===== config.mk =====
export PLATFORM = sky130hd
export DESIGN_NAME = mpio_top
export DESIGN_NICKNAME = d
export VERILOG_FILES = /design/src/mpio_pkg.sv /design/src/mpio_pin_cell.sv /design/src/mpio_pwm.sv /design/src/mpio_top.sv
export SDC_FILE = /design/constraint.sdc
export NUM_CORES = 1
export LEC_CHECK = 0
export ABC_AREA = 1
export BUFFER_PORTS_ARGS = -buffer_cell sky130_fd_sc_hd__buf_2
export CELL_PAD_IN_SITES_DETAIL_PLACEMENT = 0
export CELL_PAD_IN_SITES_GLOBAL_PLACEMENT = 1
export CORE_MARGIN = 2
export CORE_UTILIZATION = 35
export DETAILED_ROUTE_END_ITERATION = 12
export GPL_ROUTABILITY_DRIVEN = 1
export PLACE_DENSITY = 0.8
export SLEW_MARGIN = 20
export SYNTH_ARGS = -nofsm -noshare
export SYNTH_HDL_FRONTEND = slang
export SYNTH_SLANG_ARGS = --single-unit

===== constraint.sdc =====
create_clock -name aclk -period 3.45 [get_ports aclk]
set_clock_uncertainty 0.05 [all_clocks]
set_input_delay 1.035 -clock aclk [delete_from_list [all_inputs] [get_ports aclk]]
set_output_delay 1.035 -clock aclk [all_outputs]
set_load 0.05 [all_outputs]

===== src/mpio_pkg.sv =====
// Shared constants and carrier types for the multi-port pin block
package mpio_pkg;

	// Clock and timing
	localparam int CLK_MHZ = 25;
	localparam int CLK_PERIOD_NS = 40;
	localparam int TRI_REFRESH_NS = 1000;
	localparam int TRI_REFRESH_RAW = (TRI_REFRESH_NS * CLK_MHZ) / 1000;
	localparam int TRI_REFRESH_CYC = (TRI_REFRESH_RAW < 1) ? 1 : TRI_REFRESH_RAW;

	// Register byte offsets
	localparam logic [11:0] OFS_ANA_RD = 12'h000;
	localparam logic [11:0] OFS_FIXED = 12'h004;
	localparam logic [11:0] OFS_DIR = 12'h008;
	localparam logic [11:0] OFS_TRI = 12'h00C;
	localparam logic [11:0] OFS_LEVEL = 12'h010;
	localparam logic [11:0] OFS_LEVEL_ALT = 12'h014;
	localparam logic [11:0] OFS_PIN_OP = 12'h018;
	localparam logic [11:0] OFS_BIDIR_RD = 12'h01C;
	localparam logic [11:0] OFS_INONLY_RD = 12'h020;
	localparam logic [11:0] OFS_ALT = 12'h024;
	localparam logic [11:0] OFS_DUTY1 = 12'h028;
	localparam logic [11:0] OFS_DUTY2 = 12'h02C;
	localparam logic [11:0] OFS_HWTRI = 12'h030;
	localparam logic [11:0] OFS_SPECIAL = 12'h034;

	// Field positions
	localparam int PINOP_IDX_LSB = 0;
	localparam int PINOP_LVL_BIT = 8;
	localparam int ALT_PWM1_BIT = 0;
	localparam int ALT_PWM2_BIT = 1;
	localparam int ALT_TW_BIT = 2;
	localparam int PWM1_PIN = 1;
	localparam int PWM2_PIN = 2;
	localparam int TW_SCL_PIN = 3;
	localparam int TW_SDA_PIN = 4;
	localparam int IR_PIN = 0;
	localparam int KB_CLK_PIN = 6;
	localparam int KB_DATA_PIN = 7;

	// Reset values and response codes
	localparam logic [7:0] DIR_RST = 8'h00;
	localparam logic [7:0] HWTRI_RST = 8'hFF;
	localparam logic [7:0] LEVEL_RST = 8'h00;
	localparam logic [7:0] FIXED_RST = 8'h00;
	localparam logic [2:0] ALT_RST = 3'h0;
	localparam logic [4:0] SPECIAL_RST = 5'h03;
	localparam logic [1:0] RESP_OKAY = 2'h0;
	localparam logic [1:0] RESP_SLVERR = 2'h2;

	// Carriers
	typedef struct packed {
		logic [7:0] o;
		logic [7:0] oe;
	} mpio_bidir_t;

	typedef struct packed {
		logic ir_rx;
		logic kb_clk;
		logic kb_data;
		logic tw_scl;
		logic tw_sda;
	} mpio_special_t;

endpackage : mpio_pkg


===== src/mpio_pin_cell.sv =====
// One pin of the bidirectional port: direction, level and alternate function
`timescale 1ns/1ps
module mpio_pin_cell import mpio_pkg::*; (
	// Clock
	input wire logic aclk,
	input wire logic aresetn,
	input wire logic ce,
	// Control
	input wire logic tri_in,
	input wire logic level,
	input wire logic alt_sel,
	input wire logic alt_drive,
	input wire logic alt_o,
	// Pin
	input wire logic pin_i,
	output logic pin_o,
	output logic pin_oe,
	output logic rd_val
);

	typedef struct packed {
		logic o;
		logic oe;
		logic rd;
	} mpio_cell_st_t;

	mpio_cell_st_t st_r;
	mpio_cell_st_t st_nxt;

	always_comb begin
		st_nxt = st_r;
		if (alt_sel) begin
			st_nxt.oe = alt_drive;
			st_nxt.o = alt_drive & alt_o;
		end else begin
			st_nxt.oe = ~tri_in;
			st_nxt.o = level;
		end
		// Driven pins read back the latch, inputs the live level
		st_nxt.rd = st_nxt.oe ? st_nxt.o : pin_i;
	end

	always_ff @(posedge aclk) begin
		if (!aresetn) begin
			st_r <= '0;
		end else if (ce) begin
			st_r <= st_nxt;
		end
	end

	assign pin_o = st_r.o;
	assign pin_oe = st_r.oe;
	assign rd_val = st_r.rd;

endmodule : mpio_pin_cell


===== src/mpio_pwm.sv =====
// Free-running pulse-width generator for one alternate output
`timescale 1ns/1ps
module mpio_pwm import mpio_pkg::*; #(
	parameter int PWM_W = 8
) (
	// Clock
	input wire logic aclk,
	input wire logic aresetn,
	input wire logic ce,
	// Control
	input wire logic en,
	input wire logic [PWM_W-1:0] duty,
	// Output
	output logic pwm_o
);

	typedef struct packed {
		logic [PWM_W-1:0] cnt;
		logic o;
	} mpio_pwm_st_t;

	mpio_pwm_st_t st_r;
	mpio_pwm_st_t st_nxt;

	always_comb begin
		st_nxt = st_r;
		// Counter held in reset while idle so each enable starts a clean period
		st_nxt.cnt = en ? st_r.cnt + 1'b1 : '0;
		st_nxt.o = en && (st_r.cnt < duty);
	end

	always_ff @(posedge aclk) begin
		if (!aresetn) begin
			st_r <= '0;
		end else if (ce) begin
			st_r <= st_nxt;
		end
	end

	assign pwm_o = st_r.o;

endmodule : mpio_pwm


===== src/mpio_top.sv =====
// Port arrangement block: analog, fixed output, bidirectional and input-only ports
//
// Function
// - Analog port resets analog, digitally readable
// - Analog port gives static levels only
// - Fixed output port always driven
// - Analog-only port always analog, no direction
// - Input-only port is standard digital input
// - Bidirectional port resets to all inputs
// - Single-pin set switches to output, drives level
// - Direction word: one bit, 1 output
// - Tristate view inverted: 1 input
// - Hardware tristate periodically refreshed from direction
// - Level word sets all outputs, two aliases
// - Pins 1,2 pwm; pins 3,4 two-wire
// - Input-only pins 0,6,7 infrared and keyboard
//
// Implementation choices: the AXI4-Lite slave port and the placing of the registers.
`timescale 1ns/1ps
module mpio_top import mpio_pkg::*; #(
	parameter bit LARGE_PKG = 1'b1,
	parameter int PWM_W = 8,
	parameter int REFRESH_CYC = TRI_REFRESH_CYC
) (
	// Clock and reset
	input wire logic aclk,
	input wire logic aresetn,
	input wire logic ce,
	// Write address
	input wire logic awvalid,
	output logic awready,
	input wire logic [11:0] awaddr,
	// Write data
	input wire logic wvalid,
	output logic wready,
	input wire logic [31:0] wdata,
	input wire logic [3:0] wstrb,
	// Write response
	output logic bvalid,
	input wire logic bready,
	output logic [1:0] bresp,
	// Read address
	input wire logic arvalid,
	output logic arready,
	input wire logic [11:0] araddr,
	// Read data
	output logic rvalid,
	input wire logic rready,
	output logic [31:0] rdata,
	output logic [1:0] rresp,
	// Analog-capable port
	input wire logic [3:0] ana_i,
	output logic [3:0] ana_analog_en,
	// Fixed output port
	output logic [7:0] fixed_output_port_o,
	output logic [7:0] fixed_output_port_oe,
	// Bidirectional port
	input wire logic [7:0] bidir_i,
	output mpio_bidir_t bidir,
	// Input-only and analog-only ports
	input wire logic [7:0] input_only_port_i,
	output logic [2:0] analog_only_port_en,
	// Special function levels
	output mpio_special_t special
);

	////////////////////////////////////////////////////////////////////////////////
	// Elaboration checks

	if (PWM_W < 2 || PWM_W > 8) begin : g_bad_pwm
		$error("PWM_W must lie between 2 and 8");
	end
	if (REFRESH_CYC < 1 || REFRESH_CYC > 65535) begin : g_bad_ref
		$error("REFRESH_CYC must lie between 1 and 65535");
	end

	////////////////////////////////////////////////////////////////////////////////
	// State

	typedef struct packed {
		logic aw_h;
		logic [11:0] awaddr;
		logic w_h;
		logic [31:0] wdata;
		logic [3:0] wstrb;
		logic bvalid;
		logic [1:0] bresp;
		logic rvalid;
		logic [31:0] rdata;
		logic [1:0] rresp;
		logic [7:0] fixed;
		logic [7:0] dir;
		logic [7:0] hwtri;
		logic [7:0] level;
		logic [2:0] alt;
		logic [PWM_W-1:0] duty1;
		logic [PWM_W-1:0] duty2;
		logic [15:0] ref_cnt;
		logic [3:0] ana_rd;
		logic [7:0] inonly_rd;
		mpio_special_t spec;
	} mpio_main_st_t;

	mpio_main_st_t st_r;
	mpio_main_st_t st_nxt;
	logic [7:0] rd_vec;
	logic [7:0] alt_sel_v;
	logic [7:0] alt_drive_v;
	logic [7:0] alt_o_v;
	logic pwm1;
	logic pwm2;
	logic wr_go;
	logic rd_go;

	////////////////////////////////////////////////////////////////////////////////
	// Pulse-width generators and pin cells

	mpio_pwm #(.PWM_W(PWM_W)) u_pwm1 (
		.aclk(aclk),
		.aresetn(aresetn),
		.ce(ce),
		.en(st_r.alt[ALT_PWM1_BIT]),
		.duty(st_r.duty1),
		.pwm_o(pwm1)
	);

	mpio_pwm #(.PWM_W(PWM_W)) u_pwm2 (
		.aclk(aclk),
		.aresetn(aresetn),
		.ce(ce),
		.en(st_r.alt[ALT_PWM2_BIT]),
		.duty(st_r.duty2),
		.pwm_o(pwm2)
	);

	for (genvar i = 0; i < 8; i++) begin : g_pin
		// Two-wire pins are only sampled here, never driven
		assign alt_sel_v[i] = (i == PWM1_PIN && st_r.alt[ALT_PWM1_BIT]) ||
			(i == PWM2_PIN && st_r.alt[ALT_PWM2_BIT]) ||
			((i == TW_SCL_PIN || i == TW_SDA_PIN) && st_r.alt[ALT_TW_BIT]);
		assign alt_drive_v[i] = (i == PWM1_PIN) || (i == PWM2_PIN);
		assign alt_o_v[i] = (i == PWM1_PIN) ? pwm1 : ((i == PWM2_PIN) ? pwm2 : 1'b0);
		mpio_pin_cell u_cell (
			.aclk(aclk),
			.aresetn(aresetn),
			.ce(ce),
			.tri_in(st_r.hwtri[i]),
			.level(st_r.level[i]),
			.alt_sel(alt_sel_v[i]),
			.alt_drive(alt_drive_v[i]),
			.alt_o(alt_o_v[i]),
			.pin_i(bidir_i[i]),
			.pin_o(bidir.o[i]),
			.pin_oe(bidir.oe[i]),
			.rd_val(rd_vec[i])
		);
	end

	////////////////////////////////////////////////////////////////////////////////
	// Bus handshakes

	assign awready = ce && !st_r.aw_h;
	assign wready = ce && !st_r.w_h;
	assign arready = ce && !st_r.rvalid;
	assign wr_go = st_r.aw_h && st_r.w_h && !st_r.bvalid;
	assign rd_go = arvalid && arready;

	////////////////////////////////////////////////////////////////////////////////
	// Next state

	always_comb begin
		st_nxt = st_r;
		// Pin sampling; the analog port feeds nothing but a static read
		st_nxt.ana_rd = ana_i;
		st_nxt.inonly_rd = LARGE_PKG ? input_only_port_i : 8'h00;
		st_nxt.spec.ir_rx = LARGE_PKG && input_only_port_i[IR_PIN];
		st_nxt.spec.kb_clk = LARGE_PKG && input_only_port_i[KB_CLK_PIN];
		st_nxt.spec.kb_data = LARGE_PKG && input_only_port_i[KB_DATA_PIN];
		st_nxt.spec.tw_scl = !st_r.alt[ALT_TW_BIT] || bidir_i[TW_SCL_PIN];
		st_nxt.spec.tw_sda = !st_r.alt[ALT_TW_BIT] || bidir_i[TW_SDA_PIN];
		// Periodic refresh; a raw tristate write survives only until here
		if (st_r.ref_cnt == 16'h0000) begin
			st_nxt.ref_cnt = 16'(REFRESH_CYC - 1);
			st_nxt.hwtri = ~st_r.dir;
		end else begin
			st_nxt.ref_cnt = st_r.ref_cnt - 16'h0001;
		end
		if (awvalid && awready) begin
			st_nxt.aw_h = 1'b1;
			st_nxt.awaddr = awaddr;
		end
		if (wvalid && wready) begin
			st_nxt.w_h = 1'b1;
			st_nxt.wdata = wdata;
			st_nxt.wstrb = wstrb;
		end
		if (st_r.bvalid && bready) begin
			st_nxt.bvalid = 1'b0;
		end
		if (wr_go) begin
			st_nxt.aw_h = 1'b0;
			st_nxt.w_h = 1'b0;
			st_nxt.bvalid = 1'b1;
			st_nxt.bresp = RESP_OKAY;
			unique case (st_r.awaddr)
				OFS_ANA_RD, OFS_BIDIR_RD, OFS_INONLY_RD, OFS_SPECIAL: begin
				end
				OFS_FIXED: begin
					if (st_r.wstrb[0]) st_nxt.fixed = st_r.wdata[7:0];
				end
				OFS_DIR: begin
					if (st_r.wstrb[0]) begin
						st_nxt.dir = st_r.wdata[7:0];
						st_nxt.hwtri = ~st_r.wdata[7:0];
					end
				end
				OFS_TRI: begin
					if (st_r.wstrb[0]) begin
						st_nxt.dir = ~st_r.wdata[7:0];
						st_nxt.hwtri = st_r.wdata[7:0];
					end
				end
				OFS_LEVEL, OFS_LEVEL_ALT: begin
					if (st_r.wstrb[0]) st_nxt.level = st_r.wdata[7:0];
				end
				OFS_PIN_OP: begin
					if (st_r.wstrb[0] && st_r.wstrb[1]) begin
						st_nxt.dir[st_r.wdata[PINOP_IDX_LSB +: 3]] = 1'b1;
						st_nxt.hwtri[st_r.wdata[PINOP_IDX_LSB +: 3]] = 1'b0;
						st_nxt.level[st_r.wdata[PINOP_IDX_LSB +: 3]] =
							st_r.wdata[PINOP_LVL_BIT];
					end
				end
				OFS_ALT: begin
					if (st_r.wstrb[0]) st_nxt.alt = st_r.wdata[2:0];
				end
				OFS_DUTY1: begin
					if (st_r.wstrb[0]) st_nxt.duty1 = st_r.wdata[PWM_W-1:0];
				end
				OFS_DUTY2: begin
					if (st_r.wstrb[0]) st_nxt.duty2 = st_r.wdata[PWM_W-1:0];
				end
				OFS_HWTRI: begin
					if (st_r.wstrb[0]) st_nxt.hwtri = st_r.wdata[7:0];
				end
				default: begin
					st_nxt.bresp = RESP_SLVERR;
				end
			endcase
		end
		if (st_r.rvalid && rready) begin
			st_nxt.rvalid = 1'b0;
		end
		if (rd_go) begin
			st_nxt.rvalid = 1'b1;
			st_nxt.rresp = RESP_OKAY;
			unique case (araddr)
				OFS_ANA_RD: st_nxt.rdata = 32'(st_r.ana_rd);
				OFS_FIXED: st_nxt.rdata = 32'(st_r.fixed);
				OFS_DIR: st_nxt.rdata = 32'(st_r.dir);
				// Invert before widening so the upper bits read zero
				OFS_TRI: st_nxt.rdata = {24'h00_0000, ~st_r.dir};
				OFS_LEVEL, OFS_LEVEL_ALT: st_nxt.rdata = 32'(st_r.level);
				OFS_PIN_OP: st_nxt.rdata = 32'h0000_0000;
				OFS_BIDIR_RD: st_nxt.rdata = 32'(rd_vec);
				OFS_INONLY_RD: st_nxt.rdata = 32'(st_r.inonly_rd);
				OFS_ALT: st_nxt.rdata = 32'(st_r.alt);
				OFS_DUTY1: st_nxt.rdata = 32'(st_r.duty1);
				OFS_DUTY2: st_nxt.rdata = 32'(st_r.duty2);
				OFS_HWTRI: st_nxt.rdata = 32'(st_r.hwtri);
				OFS_SPECIAL: st_nxt.rdata = 32'(st_r.spec);
				default: begin
					st_nxt.rdata = 32'h0000_0000;
					st_nxt.rresp = RESP_SLVERR;
				end
			endcase
		end
	end

	always_ff @(posedge aclk) begin
		if (!aresetn) begin
			st_r <= '0;
			st_r.fixed <= FIXED_RST;
			st_r.dir <= DIR_RST;
			st_r.hwtri <= HWTRI_RST;
			st_r.level <= LEVEL_RST;
			st_r.alt <= ALT_RST;
			st_r.spec <= SPECIAL_RST;
		end else if (ce) begin
			st_r <= st_nxt;
		end
	end

	////////////////////////////////////////////////////////////////////////////////
	// Outputs

	assign bvalid = st_r.bvalid;
	assign bresp = st_r.bresp;
	assign rvalid = st_r.rvalid;
	assign rdata = st_r.rdata;
	assign rresp = st_r.rresp;
	// No digital direction exists on these ports at all
	assign ana_analog_en = 4'hF;
	assign analog_only_port_en = LARGE_PKG ? 3'h7 : 3'h0;
	assign fixed_output_port_o = st_r.fixed;
	assign fixed_output_port_oe = 8'hFF;
	assign special = st_r.spec;
endmodule : mpio_top


# Yosys cells after proc, flatten, opt, wreduce, memory -nomap -nowiden
# Cells that the tools add are included.
[word_totals]
reg_bits = 214
output_inout_bits = 85
elab_cells = 196
[op_classes]
add_sub_neg = 3
order_cmp = 4
eq_ne = 30
muxes = 45
bitwise = 13
reduce_logical = 48
[ops]
columns = ["op", "count"]
rows = [
  ["$eq A12 B6 Y1 const B", 12],
  ["$eq A12 B5 Y1 const B", 8],
  ["$pmux W8 S12", 1],
  ["$mux W8", 9],
  ["$mux W35", 2],
  ["$eq A12 B4 Y1 const B", 4],
  ["$mux W16", 3],
  ["$mux W37", 1],
  ["$pmux W8 S4", 1],
  ["$reduce_or A14 Y1", 2],
  ["$eq A12 B3 Y1 const B", 2],
  ["$logic_not A12 Y1", 2],
  ["$mux W24", 1],
  ["$not A8 Y8", 3],
  ["$pmux W8 S3", 1],
  ["$add A8 B1 Y8 const B", 2],
  ["$logic_not A16 Y1", 1],
  ["$lt A8 B8 Y1", 2],
  ["$pmux W8 S2", 1],
  ["$reduce_and A2 Y1", 8],
  ["$reduce_and A4 Y1", 4],
  ["$sub A16 B1 Y16 const B", 1],
  ["$logic_and A1 B1 Y1", 14],
  ["$mux W1", 13],
  ["other kinds (18)", 45],
]

# Longest topological paths before layout
[logic_depth]
word_depth = 9
mapped_depth = 13
ltp_nobuf = 13

# Modules after synthesis
# Synthesis repeated with hierarchy kept, for this count alone.
[unflattened]
hier_cells = 1468
area_unflattened_um2 = 9681.8
[modules_own_cells]
columns = ["module", "n_inst", "cells_per_inst", "area_each_um2", "seq_area_each_um2"]
rows = [
  ["mpio_top", 1, 1126, 7274.5, 2362.3],
  ["mpio_pin_cell", 8, 23, 158.9, 60.1],
  ["mpio_pwm", 2, 79, 568.0, 180.2],
]

# Least setup slack after synthesis
# Ideal clock, no wire load.
[synth_timing]
path_kind = "in2out"
start = "input ce"
end = "output awready"
t_arrival_ps = 1875
required_time_ps = 2365
slack_ps = 490
stages = 2
path_buffers = 0
path_cell_list = "inv_2 > nor2_1"
[synth_between]
elab_chain_len = 1
[synth_rtl]
columns = ["element", "line", "rtl"]
rows = [
  ["start, declared", "mpio_top.sv:28", "input wire logic ce,"],
  ["$logic_and A1 B1 Y1", "mpio_top.sv:162", "assign awready = ce && !st_r.aw_h;"],
  ["end, declared", "mpio_top.sv:31", "output logic awready,"],
]
# Every way passes these cells.

# Final worst setup path
# Ends and elaborated chain as after synthesis.

==> impl_metrics.ini <==
[cts]
numCtsBuffers = 17
cts_tree = built
cts_num_sinks = 160
cts_resized = 0
post-cts-setup-buffers = 0
clk_pin_slew_ns = 0.07
cts-root-buf = clkbuf_16
insertion_delay_ns = 0.43
hold_buffers = 0
cts_max_level = 4
clk_path_buf_depth = 2

[worst_setup_path]
r2r_end = st_r[74]$_SDFFE_PN0P_
cp-end-kind = output pin
r2r_cells = 9
cp_data_required_time_ns = 2.36
crit_type = input pin to output pin
startpoint_type = input pin
cp_max_fo = 6
cp.arrival_ns = 1.83
rrSetupSlack_ns = 1.07
r2r-start = st_r[165]$_SDFFE_PN0P_

[global_routing]
grt_max_degree = 52
grt_pass1_vias = 7974
grt_pass1_wl_um = 45400
grt_usage_pct = 20.8
antenna_found_initial = 0
grt-ovfl-total = 0

[timing]
timing.fmax_mhz = 344
setup_viol = 0
fin_crit_ns = 2.91
setup-tns-final_ns = 0
rsz0062_at_grt = false
relSlewSlack_pct = 51.7
post-route-period-util_pct = 84.4
slew_viol_final = 0
finalHoldViolCount = 0
tightest_slew_ns = 0.721

[floorplanning]
fp.dieW_um = 166
die_y_um = 166
core_um2 = 26000
placement_rows = 59
dieArea_um2 = 27600
ios = 173
start_util_pct = 35.5

[power_and_ir_drop]
powerDensity_nw_per_um2 = 509
leakage_nw = 4.66
power_mw = 5.18
ir_drop_v = 0.000268

[routing]
routedWlPerCell_um = 16.2
drc = 0
drtAntennaViolNets = 0
vias = 8759
drt_iter0_drc = 727
drt-vias-per-instance = 4.92
finalWirelength_um = 28900
drt_first_pass_iters = 5

[flow_run]
max-cap-violations = 0

[synthesis]
synth-main-ff-cell = dfxtp_1
async_flop_share_pct = 0
synth_area_per_cell_um2 = 6.63
ys_warn_count = 0
seq_area_frac_synth_pct = 34.8
synth_seq_cells = 160
synth_cell_types = 45
netlist_instances = 1389
synth_area_um2 = 9210
synth_edf_count = 0

[cells_and_area]
finalNetCount = 1538
n_antenna_cell = 0
synthToLayoutAreaGrowth_pct = 10.5
drive_above_1_share_pct = 13.6
final_area_um2 = 10200
fillCellCount = 2832

[min_path]
holdPathStages = 1
min_path_type = register to register
min_from = u_pwm1.st_r[8]$_SDFFE_PN0P_
whs_endpoint = u_pwm1.st_r[8]$_SDFFE_PN0P_

[placed_design]
post_dp_cell_area_um2 = 9550
portBuffers = 106
dp_hpwl_um = 21600
gp_congestion = 0.928

[run_status]
status = finished, final reports clean
-- power by group --
| part | internal (mW) | switching [mW] |
|---|---|---|
| logic | 0.294 | 0.759 |
| registers | 1.98 | 0.117 |
| clock network | 1.19 | 0.830 |
-- state kept, by name (all words and copies together), names as in the netlist --
register,flops
g_pin.u_cell.pin_o,8
u_pwm1.st_r,8
g_pin.u_cell.pin_oe,8
bresp,1
alt_sel_v,3
u_pwm1.pwm_o,1
st_r,93
rdata,8
rresp,1
u_pwm2.st_r,8
fixed_output_port_o,8
bvalid,1
special,2
rvalid,1
u_pwm2.pwm_o,1
g_pin.u_cell.rd_val,8
-- how the worst max path moves through the flow --
stage | from | endpoint | slack [ns] | cells after the start
2_1_floorplan | ce | awready | 0.49 | 2
3_3_place_gp | ce | awready | 0.54 | 4
3_5_place_dp | ce | awready | 0.53 | 4
4_1_cts | ce | awready | 0.53 | 4
5_1_grt | ce | awready | 0.49 | 4
6_report | ce | awready | 0.54 | 4
-- layer usage --
layer / vias to the layer above / GRT usage [%] / wire length (um)
met5: - / 0 / 0
met4: 0 / 8.06 / 888
met3: 48 / 3.96 / 1960
met2: 301 / 31.6 / 12400
met1: 3927 / 29.3 / 13700
li1: 4483 / - / -
-- cells in the mapped netlist (2+ instances only) --
library cell	number	area, um2
nor2_4	8	90.1
xnor2_1	3	26.3
o21ai_0	97	485
ha_1	17	213
a211oi_1	20	150
nor2_1	167	627
o21ai_1	2	10.0
o211ai_1	16	120
nand4_1	17	106
nand3_1	79	395
inv_2	6	22.5
buf_6	4	45.0
a22oi_1	8	60.1
buf_1	4	15.0
clkinv_1	4	15.0
nor3_1	17	85.1
inv_1	131	492
dfxtp_1	160	3200
buf_4	86	646
nand2_4	3	33.8
o221ai_1	2	17.5
conb_1	2	7.51
nand2_1	337	1260
nand2_2	8	50.1
clkbuf_1	31	116
a31oi_1	5	31.3
nand3_2	2	20.0
o21a_1	3	22.5
a21oi_1	116	581
nor2_2	12	75.1
buf_2	5	25.0
xor2_1	4	35.0
-- final cells by class --
class	count	area, um2	share of cell area [%]
Tap cell	335	419	4.12
Inverter	142	534	5.25
Clock buffer	19	453	4.45
Clock inverter	13	175	1.72
Timing Repair Buffer	116	618	6.07
Sequential cell	160	3200	31.5
Multi-Input combinational cell	996	4780	46.9
-- worst max-delay path: stages --
cell    delay, ns
buf_2        0.09
inv_2        0.10
nor2_1       0.27
buf_2        0.33
-- logic make-up (layout without fill, tap and decap cells) --
kind of cell             Yosys count  after routing  synth area share (%)
AO/OA/AOI/OAI                    274            274                  16.5
XOR/XNOR                           7              7                 0.665
adder cells (fa/ha/maj)           17             17                  2.31
buffers and inverters            272            290                  15.0
flip-flops                       160            160                  34.8
other                              2             41                0.0815
AND/OR/NAND/NOR                  657            657                  30.7
-- per-stage QoR --
step	setup slack (ns)	cells	hold slack, ns	util, %
2_1_floorplan	0.490	1428	0.376	-
3_3_place_gp	0.540	1749	0.399	36.8
3_5_place_dp	0.533	1749	0.406	36.8
4_1_cts	0.531	1781	0.416	39.2
5_1_grt	0.486	1781	0.426	39.2
6_report	0.540	1781	0.410	39.2
-- layout by cell type, fill, tap and decap left out, types with 9 or more instances in the layout --
cell type	count
nand2_1	337
o211ai_1	16
ha_1	17
buf_2	106
a21oi_1	116
buf_4	9
nor2_1	167
nand3_1	79
nor3_1	17
clkbuf_16	17
inv_1	130
nor2_2	12
a211oi_1	20
dfxtp_1	160
conb_1	41
o21ai_0	97
nand4_1	17
No activity file was read; power rests on OpenSTA's default activity.
